## src/pkg/haptic_pkg.sv

```systemverilog
// constants shared by the haptic control register bank and its queue
// assumes a single 250 MHz core clock and a byte-wide register port
package haptic_pkg;
  // register offsets
  localparam logic [7:0] STATUS_OFFSET  = 8'h00;
  localparam logic [7:0] SOURCE_OFFSET  = 8'h01;
  localparam logic [7:0] CONTROL_OFFSET = 8'h02;
  localparam logic [7:0] ENTRY_OFFSET   = 8'h0b;
  // status field positions
  localparam int EMPTY_BIT = 1;
  localparam int FULL_BIT  = 0;
  // source register field positions
  localparam int CHIP_ID_LSB   = 3;
  localparam int SOURCE_BIT    = 2;
  localparam int GAIN_LSB      = 0;
  // control field positions
  localparam int SOFT_RESET_BIT = 7;
  localparam int STANDBY_BIT    = 6;
  localparam int TIMEOUT_LSB    = 2;
  localparam int OVERRIDE_BIT   = 1;
  // reset values
  localparam logic       STANDBY_RESET  = 1'b1;
  localparam logic [1:0] TIMEOUT_RESET  = 2'h0;
  localparam logic       OVERRIDE_RESET = 1'b0;
  localparam logic       SOURCE_RESET   = 1'b0;
  localparam logic [1:0] GAIN_RESET     = 2'h0;
  localparam logic [7:0] ENTRY_RESET    = 8'h00;
  // queue
  localparam int QUEUE_DEPTH = 100;
  localparam int SAMPLE_BITS = 8;
  // timing
  localparam int CLK_PERIOD_PS   = 4000;
  localparam int MS_PERIOD_PS    = 1000000000;
  localparam int MS_CYCLES       = MS_PERIOD_PS / CLK_PERIOD_PS;
  localparam int TIMEOUT_STEP_MS = 5;
  localparam int SAMPLE_CYCLES   = 31250;
endpackage

```

## src/hw/haptic_control_fifo_regs.sv

```systemverilog
// control, status and queue-entry registers of the haptic driver core
// assumes a bus back end on i_mclk delivering byte reads and writes
`timescale 1ns/1ps
module haptic_control_fifo_regs #(
  parameter int MS_CYCLES     = haptic_pkg::MS_CYCLES,
  parameter int SAMPLE_CYCLES = haptic_pkg::SAMPLE_CYCLES,
  parameter logic [3:0] CHIP_ID = 4'h0 // arbitrary value
) (
  input  wire logic       i_mclk,
  input  wire logic       i_rst_n,
  input  wire logic       i_wr_en,
  input  wire logic       i_rd_en,
  input  wire logic [7:0] i_addr,
  input  wire logic [7:0] i_wdata,
  output logic      [7:0] o_rdata,
  output logic            o_rd_valid,
  output logic            o_boost_en,
  output logic            o_amp_en,
  output logic            o_source_select,
  output logic      [1:0] o_gain,
  output logic      [7:0] o_dac_data,
  output logic            o_dac_valid
);
  localparam int MW = $clog2(MS_CYCLES + 1);
  localparam int SW = $clog2(SAMPLE_CYCLES + 1);
  localparam int CW = $clog2(haptic_pkg::QUEUE_DEPTH + 1);

  generate
    if (MS_CYCLES < 1 || SAMPLE_CYCLES < 1) begin : g_bad_counts
      $error("divider counts must be at least one");
    end
  endgenerate

  logic          srst_reg;
  logic          standby_reg;
  logic [1:0]    timeout_reg;
  logic          override_reg;
  logic          source_reg;
  logic [1:0]    gain_reg;
  logic [7:0]    entry_reg;
  logic          awake_reg;
  logic [MW-1:0] ms_div_reg;
  logic [SW-1:0] smp_div_reg;
  logic [4:0]    idle_ms_reg;
  logic [4:0]    idle_limit;
  logic          ms_tick;
  logic          play_tick;
  logic          idle_done;
  logic          clear_all;
  logic          wr_ctrl;
  logic          push;
  logic          pop;
  logic          stages_next;
  logic [7:0]    q_data;
  logic          q_empty;
  logic          q_full;
  logic [CW-1:0] q_count;

  ////////////////////////////////////////////////////////////////////////
  // register writes
  assign wr_ctrl   = i_wr_en && (i_addr == haptic_pkg::CONTROL_OFFSET);
  assign clear_all = !i_rst_n || srst_reg;
  assign push      = i_wr_en && (i_addr == haptic_pkg::ENTRY_OFFSET);

  // one-cycle pulse in srst_reg, so the bit reads back zero except in that cycle
  always_ff @(posedge i_mclk) begin
    if (!i_rst_n) begin
      srst_reg <= 1'b0;
    end else begin
      srst_reg <= wr_ctrl && i_wdata[haptic_pkg::SOFT_RESET_BIT] && !srst_reg;
    end
  end

  always_ff @(posedge i_mclk) begin
    if (clear_all) begin
      standby_reg  <= haptic_pkg::STANDBY_RESET;
      timeout_reg  <= haptic_pkg::TIMEOUT_RESET;
      override_reg <= haptic_pkg::OVERRIDE_RESET;
    end else if (wr_ctrl) begin
      standby_reg  <= i_wdata[haptic_pkg::STANDBY_BIT];
      timeout_reg  <= i_wdata[haptic_pkg::TIMEOUT_LSB +: 2];
      override_reg <= i_wdata[haptic_pkg::OVERRIDE_BIT];
    end
  end

  always_ff @(posedge i_mclk) begin
    if (clear_all) begin
      source_reg <= haptic_pkg::SOURCE_RESET;
      gain_reg   <= haptic_pkg::GAIN_RESET;
    end else if (i_wr_en && i_addr == haptic_pkg::SOURCE_OFFSET) begin
      source_reg <= i_wdata[haptic_pkg::SOURCE_BIT];
      gain_reg   <= i_wdata[haptic_pkg::GAIN_LSB +: 2];
    end
  end

  always_ff @(posedge i_mclk) begin
    if (clear_all) begin
      entry_reg <= haptic_pkg::ENTRY_RESET;
    end else if (push) begin
      entry_reg <= i_wdata;
    end
  end

  ////////////////////////////////////////////////////////////////////////
  // register reads, unmapped offsets answer zero
  always_ff @(posedge i_mclk) begin
    if (!i_rst_n) begin
      o_rdata    <= 8'h00;
      o_rd_valid <= 1'b0;
    end else begin
      o_rd_valid <= i_rd_en;
      o_rdata    <= 8'h00;
      if (i_rd_en) begin
        case (i_addr)
          haptic_pkg::STATUS_OFFSET: begin
            o_rdata[haptic_pkg::EMPTY_BIT] <= q_empty;
            o_rdata[haptic_pkg::FULL_BIT]  <= q_full;
          end
          haptic_pkg::SOURCE_OFFSET: begin
            o_rdata[haptic_pkg::CHIP_ID_LSB +: 4]  <= CHIP_ID;
            o_rdata[haptic_pkg::SOURCE_BIT]        <= source_reg;
            o_rdata[haptic_pkg::GAIN_LSB +: 2]     <= gain_reg;
          end
          haptic_pkg::CONTROL_OFFSET: begin
            o_rdata[haptic_pkg::SOFT_RESET_BIT]  <= srst_reg;
            o_rdata[haptic_pkg::STANDBY_BIT]     <= standby_reg;
            o_rdata[haptic_pkg::TIMEOUT_LSB +: 2] <= timeout_reg;
            o_rdata[haptic_pkg::OVERRIDE_BIT]    <= override_reg;
          end
          haptic_pkg::ENTRY_OFFSET: begin
            o_rdata <= entry_reg;
          end
          default: begin
            o_rdata <= 8'h00;
          end
        endcase
      end
    end
  end

  ////////////////////////////////////////////////////////////////////////
  // sample queue; a soft reset flushes it
  sample_queue #(
    .WIDTH (haptic_pkg::SAMPLE_BITS),
    .DEPTH (haptic_pkg::QUEUE_DEPTH)
  ) u_queue (
    .i_mclk  (i_mclk),
    .i_clear (clear_all),
    .i_push  (push),
    .i_data  (i_wdata),
    .i_pop   (pop),
    .o_data  (q_data),
    .o_empty (q_empty),
    .o_full  (q_full),
    .o_count (q_count)
  );

  ////////////////////////////////////////////////////////////////////////
  // dividers: millisecond tick and sample-rate tick
  assign ms_tick   = (ms_div_reg == MW'(MS_CYCLES - 1));
  assign play_tick = (smp_div_reg == SW'(SAMPLE_CYCLES - 1));

  always_ff @(posedge i_mclk) begin
    if (clear_all) begin
      ms_div_reg  <= '0;
      smp_div_reg <= '0;
    end else begin
      ms_div_reg  <= ms_tick ? '0 : ms_div_reg + 1'b1;
      smp_div_reg <= play_tick ? '0 : smp_div_reg + 1'b1;
    end
  end

  // digital samples play only while active and powered
  assign pop = play_tick && !q_empty && !standby_reg && !source_reg
               && o_amp_en;

  always_ff @(posedge i_mclk) begin
    if (clear_all) begin
      o_dac_data  <= 8'h00;
      o_dac_valid <= 1'b0;
    end else begin
      o_dac_valid <= pop;
      if (pop) begin
        o_dac_data <= q_data;
      end
    end
  end

  ////////////////////////////////////////////////////////////////////////
  // idle timeout and power stages
  assign idle_limit = 5'(haptic_pkg::TIMEOUT_STEP_MS * (timeout_reg + 1));
  assign idle_done  = awake_reg && q_empty && ms_tick
                      && (idle_ms_reg + 1'b1 >= idle_limit);

  always_ff @(posedge i_mclk) begin
    if (clear_all || !q_empty || push || !awake_reg) begin
      idle_ms_reg <= '0;
    end else if (ms_tick) begin
      idle_ms_reg <= idle_ms_reg + 1'b1;
    end
  end

  // a new sample wakes the stages; the wake wins over a same-cycle idle
  always_ff @(posedge i_mclk) begin
    if (clear_all) begin
      awake_reg <= 1'b0;
    end else if (push) begin
      awake_reg <= 1'b1;
    end else if (idle_done) begin
      awake_reg <= 1'b0;
    end
  end

  // standby always gates the stages off, saving power over override
  assign stages_next = !standby_reg && (override_reg || awake_reg);

  always_ff @(posedge i_mclk) begin
    if (clear_all) begin
      o_boost_en <= 1'b0;
      o_amp_en   <= 1'b0;
    end else begin
      o_boost_en <= stages_next;
      o_amp_en   <= stages_next;
    end
  end

  assign o_source_select = source_reg;
  assign o_gain          = gain_reg;
endmodule // haptic_control_fifo_regs

```

## src/hw/sample_queue.sv

```systemverilog
// circular sample queue with flush, honest full and empty
// assumes push and pop come from logic on the same clock
`timescale 1ns/1ps
module sample_queue #(
  parameter int WIDTH = haptic_pkg::SAMPLE_BITS,
  parameter int DEPTH = haptic_pkg::QUEUE_DEPTH,
  parameter int CW    = $clog2(DEPTH + 1)
) (
  input  wire logic             i_mclk,
  input  wire logic             i_clear,
  input  wire logic             i_push,
  input  wire logic [WIDTH-1:0] i_data,
  input  wire logic             i_pop,
  output logic      [WIDTH-1:0] o_data,
  output logic                  o_empty,
  output logic                  o_full,
  output logic      [CW-1:0]    o_count
);
  localparam int PW = $clog2(DEPTH);

  generate
    if (DEPTH < 2) begin : g_bad_depth
      $error("sample_queue depth must be at least 2");
    end
  endgenerate

  logic [WIDTH-1:0] mem [DEPTH];
  logic [PW-1:0]    wr_ptr_reg;
  logic [PW-1:0]    rd_ptr_reg;
  logic [CW-1:0]    count_reg;
  logic             do_push;
  logic             do_pop;

  // push is dropped at full; nothing is overwritten
  assign do_push = i_push && (count_reg != CW'(DEPTH));
  assign do_pop  = i_pop && (count_reg != '0);
  assign o_data  = mem[rd_ptr_reg];
  assign o_empty = (count_reg == '0);
  assign o_full  = (count_reg == CW'(DEPTH));
  assign o_count = count_reg;

  always_ff @(posedge i_mclk) begin
    if (do_push) begin
      mem[wr_ptr_reg] <= i_data;
    end
  end

  always_ff @(posedge i_mclk) begin
    if (i_clear) begin
      wr_ptr_reg <= '0;
      rd_ptr_reg <= '0;
      count_reg  <= '0;
    end else begin
      if (do_push) begin
        wr_ptr_reg <= (wr_ptr_reg == PW'(DEPTH - 1)) ? '0 : wr_ptr_reg + 1'b1;
      end
      if (do_pop) begin
        rd_ptr_reg <= (rd_ptr_reg == PW'(DEPTH - 1)) ? '0 : rd_ptr_reg + 1'b1;
      end
      if (do_push && !do_pop) begin
        count_reg <= count_reg + 1'b1;
      end else if (do_pop && !do_push) begin
        count_reg <= count_reg - 1'b1;
      end
    end
  end
endmodule // sample_queue

```

## config.mk

```make
export PLATFORM = sky130hd
export DESIGN_NAME = haptic_control_fifo_regs
export DESIGN_NICKNAME = d
export VERILOG_FILES = /design/src/pkg/haptic_pkg.sv /design/src/hw/haptic_control_fifo_regs.sv /design/src/hw/sample_queue.sv
export SDC_FILE = /design/constraint.sdc
export NUM_CORES = 1
export LEC_CHECK = 0
export BUFFER_PORTS_ARGS = -buffer_cell sky130_fd_sc_hd__clkbuf_2
export CAP_MARGIN = 20
export CORE_MARGIN = 2
export CORE_UTILIZATION = 68
export DETAILED_ROUTE_END_ITERATION = 8
export PLACE_DENSITY_LB_ADDON = 0.08
export SETUP_SLACK_MARGIN = 0.05
export SYNTH_ARGS = -nofsm -noshare
export SYNTH_HDL_FRONTEND = slang
export SYNTH_SLANG_ARGS = --single-unit
```

## constraint.sdc

```tcl
create_clock -name i_mclk -period 5.9 [get_ports i_mclk]
set_input_delay 1.18 -clock i_mclk [delete_from_list [all_inputs] [get_ports i_mclk]]
set_output_delay 1.18 -clock i_mclk [all_outputs]
set_load 0.005 [all_outputs]
```

After elaboration in Yosys (flattened, before gate mapping):

Memory sizes are Yosys's and may differ from the RTL's. A register that Yosys moved wholly into a read port is not among the register bits.
Index checks and enable logic that the tools add are counted.

* RAM bits: 800
* output and inout port bits: 23
* logic and storage cells: 91
* flip-flop bits (word level): 87
* input port bits: 20
* memories kept: 1

* $mul: 1
* muxes and demuxes: 13
* equality and inequality tests: 9
* $add $sub $neg: 8
* order comparisons: 1
* reduce and logical (&&, ||, !) cells: 39

Memory list
* u_queue.mem: words 100, width 8, rd ports 1, clocked after Yosys merged registers in 1, wr ports 1, line sample_queue.sv:27 `logic [WIDTH-1:0] mem [DEPTH];`

Operator list (count)
* $mux W7: 4
* $add A7 B1 Y7 const B: 3
* $eq A7 B7 Y1 const B: 3
* $add A18 B1 Y18 const B: 1
* $eq A18 B18 Y1 const B: 1
* $logic_and A1 B1 Y1: 17
* $add A15 B1 Y15 const B: 1
* $eq A15 B15 Y1 const B: 1
* $eq A8 B1 Y1 const B: 1
* $eq A8 B2 Y1 const B: 1
* $eq A8 B4 Y1 const B: 1
* $logic_not A1 Y1: 8
* $logic_not A8 Y1: 1
* $logic_not A7 Y1: 1
* $ne A7 B7 Y1 const B: 1
* $reduce_bool A7 Y1: 1
* $sub A7 B1 Y7 const B: 1
* $pmux W2 S3: 1
* $add A5 B1 Y5 const B: 1
* $ge A5 B5 Y1: 1
* $logic_or A1 B1 Y1: 5
* $mul A3 B3 Y5 const A: 1
* $mux W1: 4
* $pmux W1 S2: 2
* other kinds (7): 9

Longest topological paths before layout:

* depth in word-level cells: 10
* depth in mapped cells: 16
* gate-level depth less buffers: 15

Modules after synthesis:

Synthesis repeated with hierarchy kept, for this count alone.

* cell total of the unflattened synthesis: 1902
* area, all modules: 35531.6 sq um

Modules (own cells, without submodules)
* sample_queue: seq. area each 24583.6 sq um, cells each 1527, instances 1, area each 32228.4 sq um
* haptic_control_fifo_regs: seq. area each 1481.4 sq um, cells each 375, instances 1, area each 3303.2 sq um

Worst setup path before layout:

No wires, ideal clock.

* path type: input to register
* from: input port i_addr[1]
* to: register u_queue.count_reg[6], in the netlist u_queue.o_count[6]
* path slack: 2.116 ns
* stages on the path: 13
* path buffers: 1
* arrival: 3.712 ns
* data required time: 5.828 ns
* library setup time: 0.072 ns
* cell sequence: buf_2 and3_1 nand4_1 nor2_2 ha_1 inv_1 fa_1 a21o_1 a21oi_1 o21bai_1 a21oi_1 mux2i_1 mux2i_1

* cells in the longest elaborated chain, start to end: 6
* elaborated cells between the ends (all ways): 8

Ends and longest elaborated chain
* from (decl): line haptic_control_fifo_regs.sv:13 `input wire logic [7:0] i_addr,`
* $eq A8 B4 Y1 *: line haptic_control_fifo_regs.sv:63 `assign push = i_wr_en && (i_addr == haptic_pkg::ENTRY_OFFSET);`
* $logic_and A1 B1 Y1 *: line haptic_control_fifo_regs.sv:63
* $logic_and A1 B1 Y1 *: line sample_queue.sv:35 `assign do_push = i_push && (count_reg != CW'(DEPTH));`
* net u_queue.do_push: line sample_queue.sv:31 `logic do_push;`
* $logic_not A1 Y1: line sample_queue.sv:62 `end else if (do_pop && !do_push) begin`
* $logic_and A1 B1 Y1: line sample_queue.sv:62
* $reduce_bool A2 Y1 (no line)
* to (signal assigned): line sample_queue.sv:61 `count_reg <= count_reg + 1'b1;`
* to (signal assigned): line sample_queue.sv:63 `count_reg <= count_reg - 1'b1;`
* to (decl): line sample_queue.sv:30 `logic [CW-1:0] count_reg;`

The timed path passes the listed nets; every way through them passes the cells marked *.
A chain may end at the register's enable or synchronous reset.

Final worst setup path:

* from: input port i_addr[5]
* to: memory u_queue.mem[72][1] (netlist name) (enable)

* cells in the longest elaborated chain, start to end: 5

Ends and longest elaborated chain
* $eq A8 B4 Y1: line haptic_control_fifo_regs.sv:63
* $logic_and A1 B1 Y1: line haptic_control_fifo_regs.sv:63
* $logic_and A1 B1 Y1: line sample_queue.sv:35
* $mux W1: line sample_queue.sv:43 `if (do_push) begin`
* $mux W1 (implied by the code): line sample_queue.sv:44 `mem[wr_ptr_reg] <= i_data;`
* to (decl): line sample_queue.sv:27

Every way passes these cells.

==> impl_metrics.py <==
metrics = {
    "sta": {
        "rsz0062_at_grt": "false",
        "fmax_mhz": 244.0,
        "finalSetupTns_ns": 0,
        "slew_viol_final": 0,
        "tightestPinTransition_ns": 1.130,
        "hold_viol": 0,
        "finalClockSkew_ns": 0.02414,
        "setup_violations": 0,
        "timing.final.ws_setup_ns": 1.802,
        "period_share_pct": 69.45,
        "maxSlewHeadroom_pct": 24.46,
        "fin_crit_ns": 4.098,
    },
    "floorplanning": {
        "pin_count": 43,
        "die_w_um": 233.9,
        "start_util_pct": 68.55,
        "die_h_um": 233.9,
        "row_count": 84,
        "dieArea_um2": 54720,
        "core_um2": 52450,
    },
    "yosys": {
        "synth_ff_type": "edfxtp_1",
        "syn_area_per_cell_um2": 17.65,
        "syn_inst": 2037,
        "synth.most_common_cell": "edfxtp_1",
        "synth_cell_type_count": 76,
        "netlist.top_cell.by_area": "edfxtp_1",
        "synth_edf_count": 800,
        "synthArstFlopShare_pct": 0,
        "synth_commonest_cells": "edfxtp_1, nor2_1, mux2i_1, mux4_2, dfxtp_1",
        "ys_seq_area_share_pct": 72.11,
        "synth_nets": 2077,
        "syn_area_um2": 35950,
        "yosys.area.top_type_share_pct": 66.82,
        "yosys_warnings": 0,
        "ys_ff_latch": 895,
        "synthTopCellsByArea": "edfxtp_1, mux4_2, dfxtp_1",
    },
    "final_layout": {
        "syn2layout_area_growth_pct": 9.390,
        "fin_area_um2": 39330,
        "multi_input_area_um2": 9111,
        "nFillCells": 2992,
        "drive_gt1_share_pct": 16.03,
        "num_antenna_cells": 0,
        "largest_reg_flops": 800,
        "regArea_um2": 25940,
        "num-nets-final": 2147,
    },
    "critical_path": {
        "cp-end-kind": "flop",
        "ff2ff_path_depth": 13,
        "worstPathCellList": "clkbuf_2 > nor4_2 > nand4_1 > nor3_1 > nand2_1 > nor2_1",
        "critPathSlowestCell": "nor2_1",
        "critPathRequiredTime_ns": 6.16,
        "crit_arrival_ns": 4.36,
        "cp_max_fo": 13,
        "critPathMaxStageDelay_ns": 0.88,
        "path_class": "in2reg",
        "crit_path_start_kind": "input port",
    },
    "clock_tree": {
        "hold_buffers": 0,
        "path_clk_slew_ns": 0.06,
        "clk_latency_ns": 0.64,
        "cts_max_level": 3,
        "postCtsResizedCells": 0,
        "cts_buffer_depth": 3,
        "cts_setup_buffers": 0,
        "cts_tree": "built",
        "cts_buffers": 87,
        "cts.sinks": 895,
        "clk_root_buffer_cell": "clkbuf_16",
    },
    "drt": {
        "wl_met3_um": 8412,
        "wire_per_inst_um": 29.55,
        "highest_layer": "met5",
        "final_antenna_net_count": 0,
        "drt-pass1-iter-count": 6,
        "routed-wl-met2_um": 40200,
        "drt-met1-wl_um": 33370,
        "drt-vias-per-instance": 6.848,
        "drcViolationCount": 0,
        "vias": 19620,
        "drt-initial-drc-count": 2318,
        "totalWireLength_um": 84660,
    },
    "global_route": {
        "grt_pass1_vias": 18730,
        "grt_antenna_before_repair": 1,
        "grt_max_degree": 121,
        "groute.usage.overall_pct": 31.64,
        "grt_pass1_wl_um": 123700,
        "overflow": 0,
    },
    "run": {
        "cap_violations": 0,
    },
    "placed_design": {
        "place.gp.congestion": 0.8989,
        "hpwl_um": 50840,
        "place_area_um2": 36600,
        "post-place-ws_ns": 1.312,
        "numPortBuffers": 42,
    },
    "outcome": {
        "status": "finished clean",
    },
    "power_and_ir_drop": {
        "ir_drop_mv": 0.2667,
        "leakagePower_nw": 12.14,
        "powerDensity_nw_per_um2": 315.0,
    },
    "worst_hold_path": {
        "worstHoldPathType": "reg2reg",
        "hold_depth": 2,
    },
}
==> layer usage <==
layer,track usage (%),vias up
met5,0,-
met4,9.929,2
met3,5.885,186
met2,49.63,1215
met1,46.15,9984
li1,-,8233
==> placed cells by master (no fill, tap or decap), types with 6 or more instances in the layout <==
cell type | Yosys | routed
a31oi_1 | 6 | 6
nor2_1 | 190 | 189
ha_1 | 19 | 19
o21ai_0 | 17 | 17
clkbuf_2 | 0 | 34
buf_4 | 19 | 54
and2_1 | 9 | 9
mux4_1 | 35 | 35
clkbuf_16 | 0 | 89
a21oi_1 | 48 | 48
mux4_2 | 105 | 105
o211ai_1 | 7 | 7
or3_1 | 7 | 7
a221oi_1 | 7 | 7
mux2_2 | 13 | 13
o221ai_1 | 18 | 18
clkinv_2 | 0 | 13
clkbuf_1 | 27 | 26
and3_1 | 15 | 15
nor2b_1 | 15 | 14
dfxtp_1 | 95 | 92
o22ai_1 | 20 | 20
xnor2_1 | 24 | 24
clkbuf_8 | 16 | 6
nand2_1 | 91 | 91
mux2i_1 | 154 | 154
clkinv_1 | 0 | 15
a22oi_1 | 33 | 33
inv_1 | 15 | 15
xor2_1 | 22 | 22
nand3_1 | 44 | 44
a211oi_1 | 15 | 15
nand4_1 | 12 | 12
edfxtp_1 | 800 | 800
nor3_1 | 9 | 9
a21o_1 | 8 | 8
==> through the flow <==
stage | hold slack (ns) | util [%] | std cells | total power [W]
final | 0.4554 | 74.98 | 2865 | 0.01239
after detailed placement | 0.4494 | 69.78 | 2705 | 0.007187
after global routing | 0.4732 | 74.98 | 2865 | 0.01267
after CTS | 0.4576 | 74.97 | 2864 | 0.01242
after floorplan | 0.4295 | - | 2037 | 0.007057
after global placement | 0.4429 | 69.78 | 2705 | 0.007184
==> path summary, 6_finish.rpt <==
kind                   from                 end  slack [ns]
min reg2reg    entry_reg[4]        entry_reg[4]        0.46
max reg2reg  smp_div_reg[2]  u_queue.o_count[6]        1.87
max               i_addr[5]  u_queue.mem[72][1]        1.80
min            entry_reg[4]        entry_reg[4]        0.46
==> worst max-delay path, delay by kind of cell <==
family / cells / cell delay, ns
buffers and inverters: 1 / 0.09
and+or+nand+nor: 5 / 3.08
==> report_power, final <==
group	leakage (nW)	switching [W]	internal [W]
clock	1.33	0.00227	0.00307
sequential	7.96	0.00000394	0.00690
combinational	2.86	0.000133	0.0000171
total	12.1	0.00241	0.00998
==> area by class of cell <==
class / count / area share (%)
tap: 688 / 2.189
clock buffer: 121 / 6.122
timing repair buffer: 91 / 1.616
multi-input combinational: 1016 / 23.17
clock inverter: 38 / 0.7986
sequential: 895 / 65.95
inverter: 16 / 0.1527
==> cells by family after synthesis <==
family / after synthesis / synth area share [%]
xor+xnor: 46 / 1.121
compound gates: 213 / 4.121
buf+inv: 126 / 2.555
flops: 895 / 72.11
fa+ha+maj: 20 / 0.7170
mux: 307 / 13.83
simple gates: 430 / 5.541
Note: power is estimated with default switching activity, not from simulation.
